**src/cpf_params.svh**
```systemverilog
// constants of the fault-protected pwm compare channel
// assumes inclusion by bare name from the package and the channel module
`ifndef CPF_PARAMS_SVH
`define CPF_PARAMS_SVH

// compare mode field encodings
`define CPF_MODE_W 3
`define CPF_MODE_PWM 3'b110
`define CPF_MODE_PWM_FLT 3'b111
// fault status position in the channel control register
`define CPF_FAULT_STATUS_BIT 4
// data widths and reset values
`define CPF_DATA_W 16
`define CPF_DUTY_RST 16'h0000
`define CPF_PERIOD_ZERO 16'h0000
// channel grouping of the two fault inputs
`define CPF_GROUP_A_FIRST 1
`define CPF_GROUP_A_LAST 4
`define CPF_GROUP_B_LAST 8
// prescale ratios 1, 8, 64, 256 as terminal counts of the divider
`define CPF_PRE_W 8
`define CPF_PRE_TC_1 8'h00
`define CPF_PRE_TC_8 8'h07
`define CPF_PRE_TC_64 8'h3F
`define CPF_PRE_TC_256 8'hFF

`endif

```
**src/cpf_pkg.sv**
```systemverilog
// types shared by the pwm compare channel
// assumes cpf_params.svh is found on the include path
`include "cpf_params.svh"

package cpf_pkg;

  typedef logic [`CPF_DATA_W-1:0] cpf_data_t;
  typedef logic [`CPF_MODE_W-1:0] cpf_mode_t;
  typedef logic [`CPF_PRE_W-1:0] cpf_pre_t;

  // gray coded along off -> run -> fault
  typedef enum logic [1:0] {
    CPF_ST_OFF = 2'b00,
    CPF_ST_RUN = 2'b01,
    CPF_ST_FAULT = 2'b11
  } cpf_state_e;

endpackage

```
**src/cpf_sync.sv**
```systemverilog
// two flip-flop synchroniser for one level from outside the clock domain
// assumes the input is a slow level such as a fault pin
module cpf_sync (
  // clock and reset
  input wire logic clock_in,
  input wire logic rst_in,
  // level in and synchronised level out
  input wire logic level_in,
  output logic level_out
);

  typedef struct packed {
    logic meta;
    logic stable;
  } cpf_sync_s;

  cpf_sync_s sync_q;
  cpf_sync_s sync_d;

  // first stage feeds only the second; resets to the inactive (high) level
  always_comb begin
    sync_d = sync_q;
    sync_d.meta = level_in;
    sync_d.stable = sync_q.meta;
  end

  always_ff @(posedge clock_in) begin
    if (rst_in) begin
      sync_q <= 2'b11;
    end else begin
      sync_q <= sync_d;
    end
  end

  assign level_out = sync_q.stable;

endmodule

```
**src/cpf_channel.sv**
```systemverilog
// one compare channel in pwm mode with fault shutdown, plus its time base
// assumes software-side controls arrive as same-clock strobes and levels;
// the fault pins are asynchronous and are synchronised before the flags
//
// Operation
// - mode 111 gives pwm with fault protection enabled
// - fault input a serves channels 1-4, input b serves 5-8
// - low fault level in fault mode tri-states the output pin
// - shutdown path is combinational, never waits for a clock edge
// - tri-state holds until fault high and mode field rewritten
// - fault sets channel interrupt flag, interrupt raised when enabled
// - read-only fault status bit 4 set; clears on fault gone plus rewrite
// - fault inputs keep controlling the pin during sleep or idle
// - period value n gives n+1 prescaled time-base counts
// - buffer copied to active duty only at period match; active read-only
// - active duty zero holds output low
// - active duty above period holds output high
// - duty equal to period gives low for exactly one count
// - in sleep the channel freezes, keeping its output level
// - on wake the channel resumes from the frozen state
// - modes 110 and 111 both select pwm; 110 lacks fault protection
// - period match clears timer, loads duty, drives high unless duty zero; low at duty match
// - timer interrupt flag set at every period boundary
`include "cpf_params.svh"

module cpf_channel
  import cpf_pkg::*;
#(
  parameter int CHANNEL_NUM = 1
) (
  // clock and reset
  input wire logic clock_in,
  input wire logic rst_in,
  // channel control
  input wire logic [`CPF_MODE_W-1:0] mode_in,
  input wire logic mode_wr_in,
  input wire logic chan_irq_en_in,
  input wire logic chan_flag_clr_in,
  // duty registers
  input wire logic [`CPF_DATA_W-1:0] duty_buf_in,
  input wire logic duty_buf_wr_in,
  input wire logic [`CPF_DATA_W-1:0] duty_init_in,
  input wire logic duty_init_wr_in,
  // time base control
  input wire logic [`CPF_DATA_W-1:0] period_in,
  input wire logic [1:0] prescale_sel_in,
  input wire logic timer_on_in,
  input wire logic timer_flag_clr_in,
  // power state
  input wire logic sleep_in,
  // fault pins, active low, asynchronous
  input wire logic fault_a_n_in,
  input wire logic fault_b_n_in,
  // pin drive
  output logic pwm_level_out,
  output logic pwm_oe_out,
  // status
  output logic [`CPF_MODE_W-1:0] mode_out,
  output logic fault_status_out,
  output logic chan_irq_flag_out,
  output logic chan_irq_out,
  output logic timer_irq_flag_out,
  output logic [`CPF_DATA_W-1:0] active_duty_out,
  output logic [`CPF_DATA_W-1:0] timer_count_out
);

  typedef struct packed {
    cpf_state_e state;
    cpf_mode_t mode;
    cpf_data_t duty_buf;
    cpf_data_t duty;
    cpf_data_t count;
    cpf_pre_t pre_cnt;
    logic level;
    logic drive;
    logic fault;
    logic chan_flag;
    logic chan_irq;
    logic timer_flag;
  } cpf_chan_s;

  cpf_chan_s st_q;
  cpf_chan_s st_d;

  logic fault_raw_n;
  logic fault_sync_n;
  logic pwm_sel;
  logic flt_mode;
  logic tick;
  logic period_match;
  cpf_pre_t pre_tc;
  logic mode_take;
  logic fault_seen;
  logic fault_pin_low;
  logic rearm_ok;

  // channel picks its group's fault pin at elaboration
  assign fault_raw_n = (CHANNEL_NUM <= `CPF_GROUP_A_LAST) ? fault_a_n_in : fault_b_n_in;

  // flags only ever see the synchronised copy
  cpf_sync u_fault_sync (
    .clock_in(clock_in),
    .rst_in(rst_in),
    .level_in(fault_raw_n),
    .level_out(fault_sync_n)
  );

  // mode decode from the stored field
  assign pwm_sel = (st_q.mode == `CPF_MODE_PWM) || (st_q.mode == `CPF_MODE_PWM_FLT);
  assign flt_mode = (st_q.mode == `CPF_MODE_PWM_FLT);

  // a mode write only lands while the clock runs; in sleep it is dropped
  assign mode_take = mode_wr_in && !sleep_in;

  // flag detection sees the synchronised copy only, never the raw pin
  assign fault_seen = flt_mode && !fault_sync_n;

  // raw pin term for the enable gate, kept clear of every flip-flop
  assign fault_pin_low = flt_mode && !fault_raw_n;

  // leaving a fault needs the pin back high and a fresh mode write together
  assign rearm_ok = mode_take && fault_sync_n;

  // prescale ratio select
  always_comb begin
    case (prescale_sel_in)
      2'd0: pre_tc = `CPF_PRE_TC_1;
      2'd1: pre_tc = `CPF_PRE_TC_8;
      2'd2: pre_tc = `CPF_PRE_TC_64;
      default: pre_tc = `CPF_PRE_TC_256;
    endcase
  end

  // one-cycle count enable from the divider; a divider left above a newly
  // lowered terminal count restarts at once instead of wrapping through 256
  assign tick = timer_on_in && (st_q.pre_cnt >= pre_tc);
  assign period_match = (st_q.count == period_in);

  // next-state logic; sleep freezes everything except the state machine, fault capture and the interrupt gate
  always_comb begin
    st_d = st_q;
    if (!sleep_in) begin
      // software side
      if (duty_buf_wr_in) begin
        st_d.duty_buf = duty_buf_in;
      end
      if (duty_init_wr_in && !pwm_sel) begin
        st_d.duty = duty_init_in;
      end
      if (mode_wr_in) begin
        st_d.mode = mode_in;
      end
      // time base: divider then counter
      if (timer_on_in) begin
        st_d.pre_cnt = (st_q.pre_cnt >= pre_tc) ? '0 : st_q.pre_cnt + 1'b1;
      end
      if (tick) begin
        if (period_match) begin
          st_d.count = `CPF_PERIOD_ZERO;
          st_d.timer_flag = 1'b1;
          if (pwm_sel) begin
            st_d.duty = st_q.duty_buf;
          end
        end else begin
          st_d.count = st_q.count + 1'b1;
        end
      end
      if (timer_flag_clr_in && !(tick && period_match)) begin
        st_d.timer_flag = 1'b0;
      end
      // while faulted the level holds; only the enable matters until rearm
      // compare: high below duty, so zero never rises and above-period never falls
      if (pwm_sel && st_q.state != CPF_ST_FAULT) begin
        st_d.level = (st_d.count < st_d.duty);
        st_d.drive = 1'b1;
      end else if (!pwm_sel) begin
        st_d.level = 1'b0;
        st_d.drive = 1'b0;
      end
      if (chan_flag_clr_in) begin
        st_d.chan_flag = 1'b0;
      end
    end
    // channel state machine; fault capture runs even in sleep
    case (st_q.state)
      CPF_ST_OFF: begin
        if (pwm_sel) begin
          st_d.state = CPF_ST_RUN;
        end
      end
      CPF_ST_RUN: begin
        if (!pwm_sel) begin
          st_d.state = CPF_ST_OFF;
        end
      end
      CPF_ST_FAULT: begin
        // leave only on a mode rewrite while the pin is back high
        if (rearm_ok) begin
          st_d.fault = 1'b0;
          st_d.state = CPF_ST_RUN;
        end
      end
      default: begin
        st_d.state = CPF_ST_OFF;
      end
    endcase
    // detection wins over any clear in the same cycle
    if (fault_seen) begin
      st_d.state = CPF_ST_FAULT;
      st_d.fault = 1'b1;
      st_d.chan_flag = 1'b1;
      st_d.drive = 1'b0;
    end
    st_d.chan_irq = st_d.chan_flag && chan_irq_en_in;
  end

  // state register
  always_ff @(posedge clock_in) begin
    if (rst_in) begin
      st_q <= '0;
    end else begin
      st_q <= st_d;
    end
  end

  // the enable gate must stay combinational so a fault cuts the pin at once
  assign pwm_oe_out = st_q.drive && !fault_pin_low;
  assign pwm_level_out = st_q.level;

  // status views, all straight from the state register
  assign mode_out = st_q.mode;
  assign fault_status_out = st_q.fault;
  assign chan_irq_flag_out = st_q.chan_flag;
  assign chan_irq_out = st_q.chan_irq;
  assign timer_irq_flag_out = st_q.timer_flag;
  assign active_duty_out = st_q.duty;
  assign timer_count_out = st_q.count;

endmodule

```
**config.mk**
```make
export PLATFORM = sky130hd
export DESIGN_NAME = cpf_channel
export DESIGN_NICKNAME = d
export VERILOG_FILES = /design/src/cpf_pkg.sv /design/src/cpf_sync.sv /design/src/cpf_channel.sv
export VERILOG_INCLUDE_DIRS = /design/src
export SDC_FILE = /design/constraint.sdc
export NUM_CORES = 1
export LEC_CHECK = 0
export BUFFER_PORTS_ARGS = -buffer_cell sky130_fd_sc_hd__buf_2
export CAP_MARGIN = 10
export CORE_ASPECT_RATIO = 1.2
export CORE_MARGIN = 2
export CORE_UTILIZATION = 40
export DETAILED_ROUTE_END_ITERATION = 10
export GPL_TIMING_DRIVEN = 0
export PLACE_DENSITY = 0.7
export SYNTH_ARGS = -nofsm -noshare
export SYNTH_HDL_FRONTEND = slang
export SYNTH_SLANG_ARGS = --single-unit
export TNS_END_PERCENT = 100
```
**constraint.sdc**
```tcl
create_clock -name clock_in -period 5.44 [get_ports clock_in]
set_input_delay 1.088 -clock clock_in [delete_from_list [all_inputs] [get_ports clock_in]]
set_output_delay 1.088 -clock clock_in [all_outputs]
set_load 0.05 [all_outputs]
```
Word-level counts from Yosys, hierarchy flattened
Cells that the tools add are included.
- bits of input ports: 65
- register bits after elaboration: 69
- word-level logic and storage cells: 85
- output and inout port bits: 41
- $lt $le $gt $ge: 2
- bitwise gates (word level): 1
- add/subtract/negate cells: 2
- equal/unequal tests: 12
- multiplexer cells: 22
- reductions and logical operators: 32
- operators by type and width (kind ; number):
    16-bit two-way mux ; 4
    32-bit two-way mux ; 2
    8-bit case mux with 3 select lines ; 1
    16-bit by 1-bit adder with 16-bit output, second input constant ; 1
    16-bit equality test ; 1
    16-bit < comparator ; 1
    2-bit two-way mux ; 6
    1-bit logical AND ; 11
    2-bit AND reduction ; 5
    3-bit inequality test, second input constant ; 3
    8-bit by 1-bit adder with 8-bit output, second input constant ; 1
    8-bit greater-or-equal comparator ; 1
    8-bit two-way mux ; 1
    2-bit nonzero test ; 4
    1-bit two-way mux ; 7
    3-bit equality test, second input constant ; 2
    1-bit logical NOT ; 6
    2-bit case mux with 3 select lines ; 1
    3-bit AND reduction ; 2
    2-bit by 1-bit equality test with 1-bit output, second input constant ; 2
    2-bit equality test, second input constant ; 2
    2-bit logical NOT ; 2
    2-bit by 1-bit inequality test with 1-bit output, second input constant ; 1
    2-bit inequality test, second input constant ; 1
    other kinds (3) ; 3

Depth between registers and ports, before layout
- depth after elaboration: 11
- depth in mapped cells: 16

Modules after synthesis
From an unflattened synthesis, not the netlist that was laid out.
- cell total of the unflattened synthesis: 530
- area, all modules: 4324.1 µm²
- modules (own cells, without submodules) (module ; area each (µm²) ; cells an instance ; instances):
    cpf_channel ; 4271.6 ; 526 ; 1
    cpf_sync ; 52.6 ; 4 ; 1

Worst setup path before layout
No wires, ideal clock.
- path kind: in2reg
- start: input port prescale_sel_in[1]
- end: register st_q, in the netlist pwm_level_out
- arrival: 4.099 ns
- library setup time: 0.058 ns
- cell stages on the path: 16
- setup slack: 1.283 ns
- cell sequence: nor2_1 -> ha_1 -> or2_2 -> o311a_1 -> o21a_1 -> o2111ai_4 -> clkbuf_1 -> o22a_1 -> o21ai_0 -> ha_1 -> a211oi_1 -> o21ai_0 -> o211ai_1 -> a31oi_1 -> nor4_1 -> a31o_2
- longest elaborated chain between the ends: 8
- elaborated cells between the ends (all ways): 10
- those cells by class: order compare: 2; eq/ne: 2; mux: 4; reduce/logical: 2
- RTL lines (item ; RTL line ; RTL):
    from (decl) ; cpf_channel.sv:46 ; input wire logic [1:0] prescale_sel_in,
    2-bit equality test, or another cell as far along ; cpf_channel.sv:126 ; case (prescale_sel_in)
    8-bit case mux with 3 select lines * ; cpf_channel.sv:126 ;
    8-bit greater-or-equal comparator * ; cpf_channel.sv:136 ; assign tick = timer_on_in && (st_q.pre_cnt >= pre_tc);
    1-bit logical AND * ; cpf_channel.sv:136 ;
    32-bit two-way mux * ; cpf_channel.sv:157 ; if (tick) begin
    32-bit two-way mux * ; cpf_channel.sv:142 ; if (!sleep_in) begin
    16-bit < comparator * ; cpf_channel.sv:174 ; st_d.level = (st_d.count < st_d.duty);
    2-bit two-way mux * ; cpf_channel.sv:173 ; if (pwm_sel && st_q.state != CPF_ST_FAULT) begin
    to (signal assigned) ; cpf_channel.sv:222 ; st_q <= st_d;
    to (decl) ; cpf_channel.sv:82 ; cpf_chan_s st_q;
Every way passes the cells marked *; elsewhere a longest branch is shown, timed or not. The select of a mux whose other input is x is not followed.
A chain may end at the register's enable or synchronous reset.

Worst setup path in the final report
Same ends and word-level chain as after synthesis.

==> results.sh <==
export IMPL_status="finished clean"
export IMPL_routed_via_count=4555
export IMPL_crit_slowest_cell="o21ai_0"
export IMPL_clockBufferDepth=2
export IMPL_hold_violations=0
export IMPL_worst_skew_pair_late_latency_ns=0.34
export IMPL_routed_wl_mm=12.9
export IMPL_drt_initial_drc_count=204
export IMPL_worst_path_largest_cell_delay_ns=0.55
export IMPL_fp_dieW_um=101
export IMPL_cts_resized=0
export IMPL_wl_met3_um=728
export IMPL_p_leak_nw=2.42
export IMPL_cts_tree="done"
export IMPL_setup_viol=0
export IMPL_r2r_slack_ns=1.35
export IMPL_path_clk_slew_ns=0.06
export IMPL_ys_seq_elements=69
export IMPL_stdcell_count=819
export IMPL_ioPinCount=106
export IMPL_yosysSeqAreaShare_pct=30.8
export IMPL_timing_rr_end="pwm_level_out"
export IMPL_worstPathArrival_ns=5.00
export IMPL_synthesis_nets=657
export IMPL_diodes=0
export IMPL_top_layer_used="met4"
export IMPL_dieArea_um2=12100
export IMPL_end_kind="flip-flop"
export IMPL_cts_made_buffers=9
export IMPL_wl_met1_mm=5.68
export IMPL_cp_common_cell="o21ai_0"
export IMPL_grt_max_degree=13
export IMPL_yosys_warnings=0
export IMPL_routed_wl_met2_mm=6.15
export IMPL_finalCritPeriodShare_pct=86.6
export IMPL_power_density_nw_per_um2=247
export IMPL_skew_ns=0.00929
export IMPL_dpl_hpwl_mm=9.73
export IMPL_grt_first_pass_wirelength_mm=20.9
export IMPL_drive_above_1_share_pct=25.8
export IMPL_grt_ovfl_total=0
export IMPL_setup_tns_ns=0
export IMPL_yosys_most_used_dff="dfxtp_1"
export IMPL_post_dp_cell_area_um2=5160
export IMPL_cts_setup_buffers=0
export IMPL_r2r_start="st_q[7]"
export IMPL_holdWs_ns=0.417
export IMPL_syn_mean_instance_area_um2=7.88
export IMPL_fin_area_um2=5480
export IMPL_synth_edff_count=0
export IMPL_rsz0062_at_grt="false"
export IMPL_viasPerCell=5.56
export IMPL_final_nets=770
export IMPL_crit_fanout=10
export IMPL_area_growth_syn_to_layout_pct=22.2
export IMPL_grt_pass1_vias=4429
export IMPL_port_buffers=102
export IMPL_antenna_found_initial=0
export IMPL_grt_util_all_layers_pct=21.5
export IMPL_rr_worst_depth=14
export IMPL_synth_cell_types=58
export IMPL_fin_crit_ns=4.71
export IMPL_root_buffer="clkbuf_16"
export IMPL_crit_chain="buf_2, nor2_1, ha_1, or2_2, o311a_1, o21a_1, o21ai_0, clkbuf_1, o21ai_0, o31ai_1, ha_1, a211o_1, o22ai_1, o21ai_0, a211oi_1, a31o_2"
export IMPL_slew_headroom_pct=34.1
export IMPL_htree_levels=3
export IMPL_drtPass1Iterations=5
export IMPL_drv_cap=0
export IMPL_num_rows=42
export IMPL_ir_drop_mv=0.157
export IMPL_coreArea_um2=11000
export IMPL_initial_core_util_pct=40.8
export IMPL_endpoint="pwm_level_out"
export IMPL_postRouteAntennaNets=0
export IMPL_clkSinkCount=69
export IMPL_drc=0
export IMPL_netlist_instances=569
export IMPL_startpoint_type="input port"
export IMPL_syn_area_um2=4480
export IMPL_wl_per_cell_um=15.7
export IMPL_cp_required_ns=5.73
export IMPL_die_h_um=120
export IMPL_timing_fmax_mhz=212
export IMPL_slew_violations=0
export IMPL_fin_util_pct=49.9
export IMPL_worstSetupPathType="input port to flip-flop"
export IMPL_crit_start="prescale_sel_in[1]"
export IMPL_ctsHoldBuffers=0
export IMPL_min_path_type="flip-flop to flip-flop"
export IMPL_post_place_cells=803
export IMPL_gp_congestion=0.858
export IMPL_worst_pin_slew_ns=0.985
export IMPL_async_reset_ff_share_pct=0
[worst max-delay path, delay by kind of cell]
kind | cells | cell delay [ns]
compound gates | 10 | 2.35
buf+inv | 2 | 0.57
fa+ha+maj | 2 | 0.57
simple gates | 2 | 0.41
[cells in the final DEF (no fill, tap or decap), types with 20 or more instances in the layout]
| cell | instances |
|---|---|
| dfxtp_1 | 69 |
| a21oi_1 | 44 |
| ha_1 | 23 |
| nand2_1 | 66 |
| clkbuf_1 | 27 |
| buf_2 | 106 |
| buf_4 | 36 |
| xor2_1 | 20 |
| o21ai_0 | 47 |
| nor2_1 | 65 |
[metrics by stage]
stage / setup WS (ns) / total power, mW
floorplan: 1.28 / 0.667
global placement: 0.497 / 0.723
detailed placement: 0.431 / 0.728
CTS: 0.780 / 1.36
global route: 0.499 / 1.40
finish: 0.730 / 1.35
[kinds of logic after synthesis]
| logic type | Yosys count | synth area share [%] |
|---|---|---|
| xor gates and xnor gates | 21 | 4.10 |
| adders and majority gates | 23 | 6.42 |
| AOI/OAI and AO/OA | 171 | 26.2 |
| buffers and inverters | 77 | 10.4 |
| muxes | 6 | 1.37 |
| DFF | 69 | 30.8 |
| and+or+nand+nor | 202 | 20.7 |
[synth_stat cells, drive strengths merged, types with 4 or more instances]
master,count,area [um2]
dfxtp,69,1380
nor2,65,244
o31ai,6,45.0
nand2,66,248
inv,7,26.3
ha,23,288
a211oi,4,35.0
nand4,7,43.8
nor4,6,43.8
xor2,20,175
and2,9,56.3
a31oi,5,31.3
nor3,8,40.0
a21oi,45,229
or2,7,43.8
o22a,16,140
o221a,16,180
a21o,5,37.5
nand2b,5,31.3
buf,45,347
nor2b,5,31.3
mux2i,5,50.1
o21ai,47,235
clkbuf,25,93.8
nand3,12,60.1
[how the worst min path moves through the flow]
stage / start / cells after the start / slack [ns] / endpoint
floorplan: u_fault_sync.sync_d[0] / 1 / 0.39 / u_fault_sync.level_out
global placement: u_fault_sync.sync_d[0] / 1 / 0.39 / u_fault_sync.level_out
detailed placement: u_fault_sync.sync_d[0] / 1 / 0.39 / u_fault_sync.level_out
CTS: u_fault_sync.sync_d[0] / 1 / 0.42 / u_fault_sync.level_out
global route: u_fault_sync.sync_d[0] / 1 / 0.46 / u_fault_sync.level_out
finish: u_fault_sync.sync_d[0] / 1 / 0.42 / u_fault_sync.level_out
[power by group]
part | internal [mW] | switching, mW
clock network | 0.403 | 0.231
logic | 0.0721 | 0.108
registers | 0.523 | 0.0153
[sequential cells by signal, indices dropped and copies added, names as in the netlist]
| name | cells |
|---|---|
| active_duty_out | 16 |
| fault_status_out | 1 |
| chan_irq_out | 1 |
| mode_out | 3 |
| u_fault_sync.sync_d | 1 |
| chan_irq_flag_out | 1 |
| timer_irq_flag_out | 1 |
| pwm_level_out | 1 |
| u_fault_sync.level_out | 1 |
| st_q | 27 |
| timer_count_out | 16 |
[per-layer routing]
metal,global-route usage [%],up-vias
met1,27.4,2124
met3,3.73,27
met2,35.5,167
li1,-,2237
met5,0,-
met4,9.33,0
[cell type report]
| cell class | count | area [um2] |
|---|---|---|
| buffer | 70 | 440 |
| clock buffer | 11 | 233 |
| clock inverter | 5 | 85.1 |
| fill | 1095 | 5510 |
| inverter | 7 | 26.3 |
| multi-input combinational | 423 | 2640 |
| sequential | 69 | 1380 |
| tap | 132 | 165 |
| timing repair buffer | 102 | 510 |
Power figures use the tool's default switching activity.
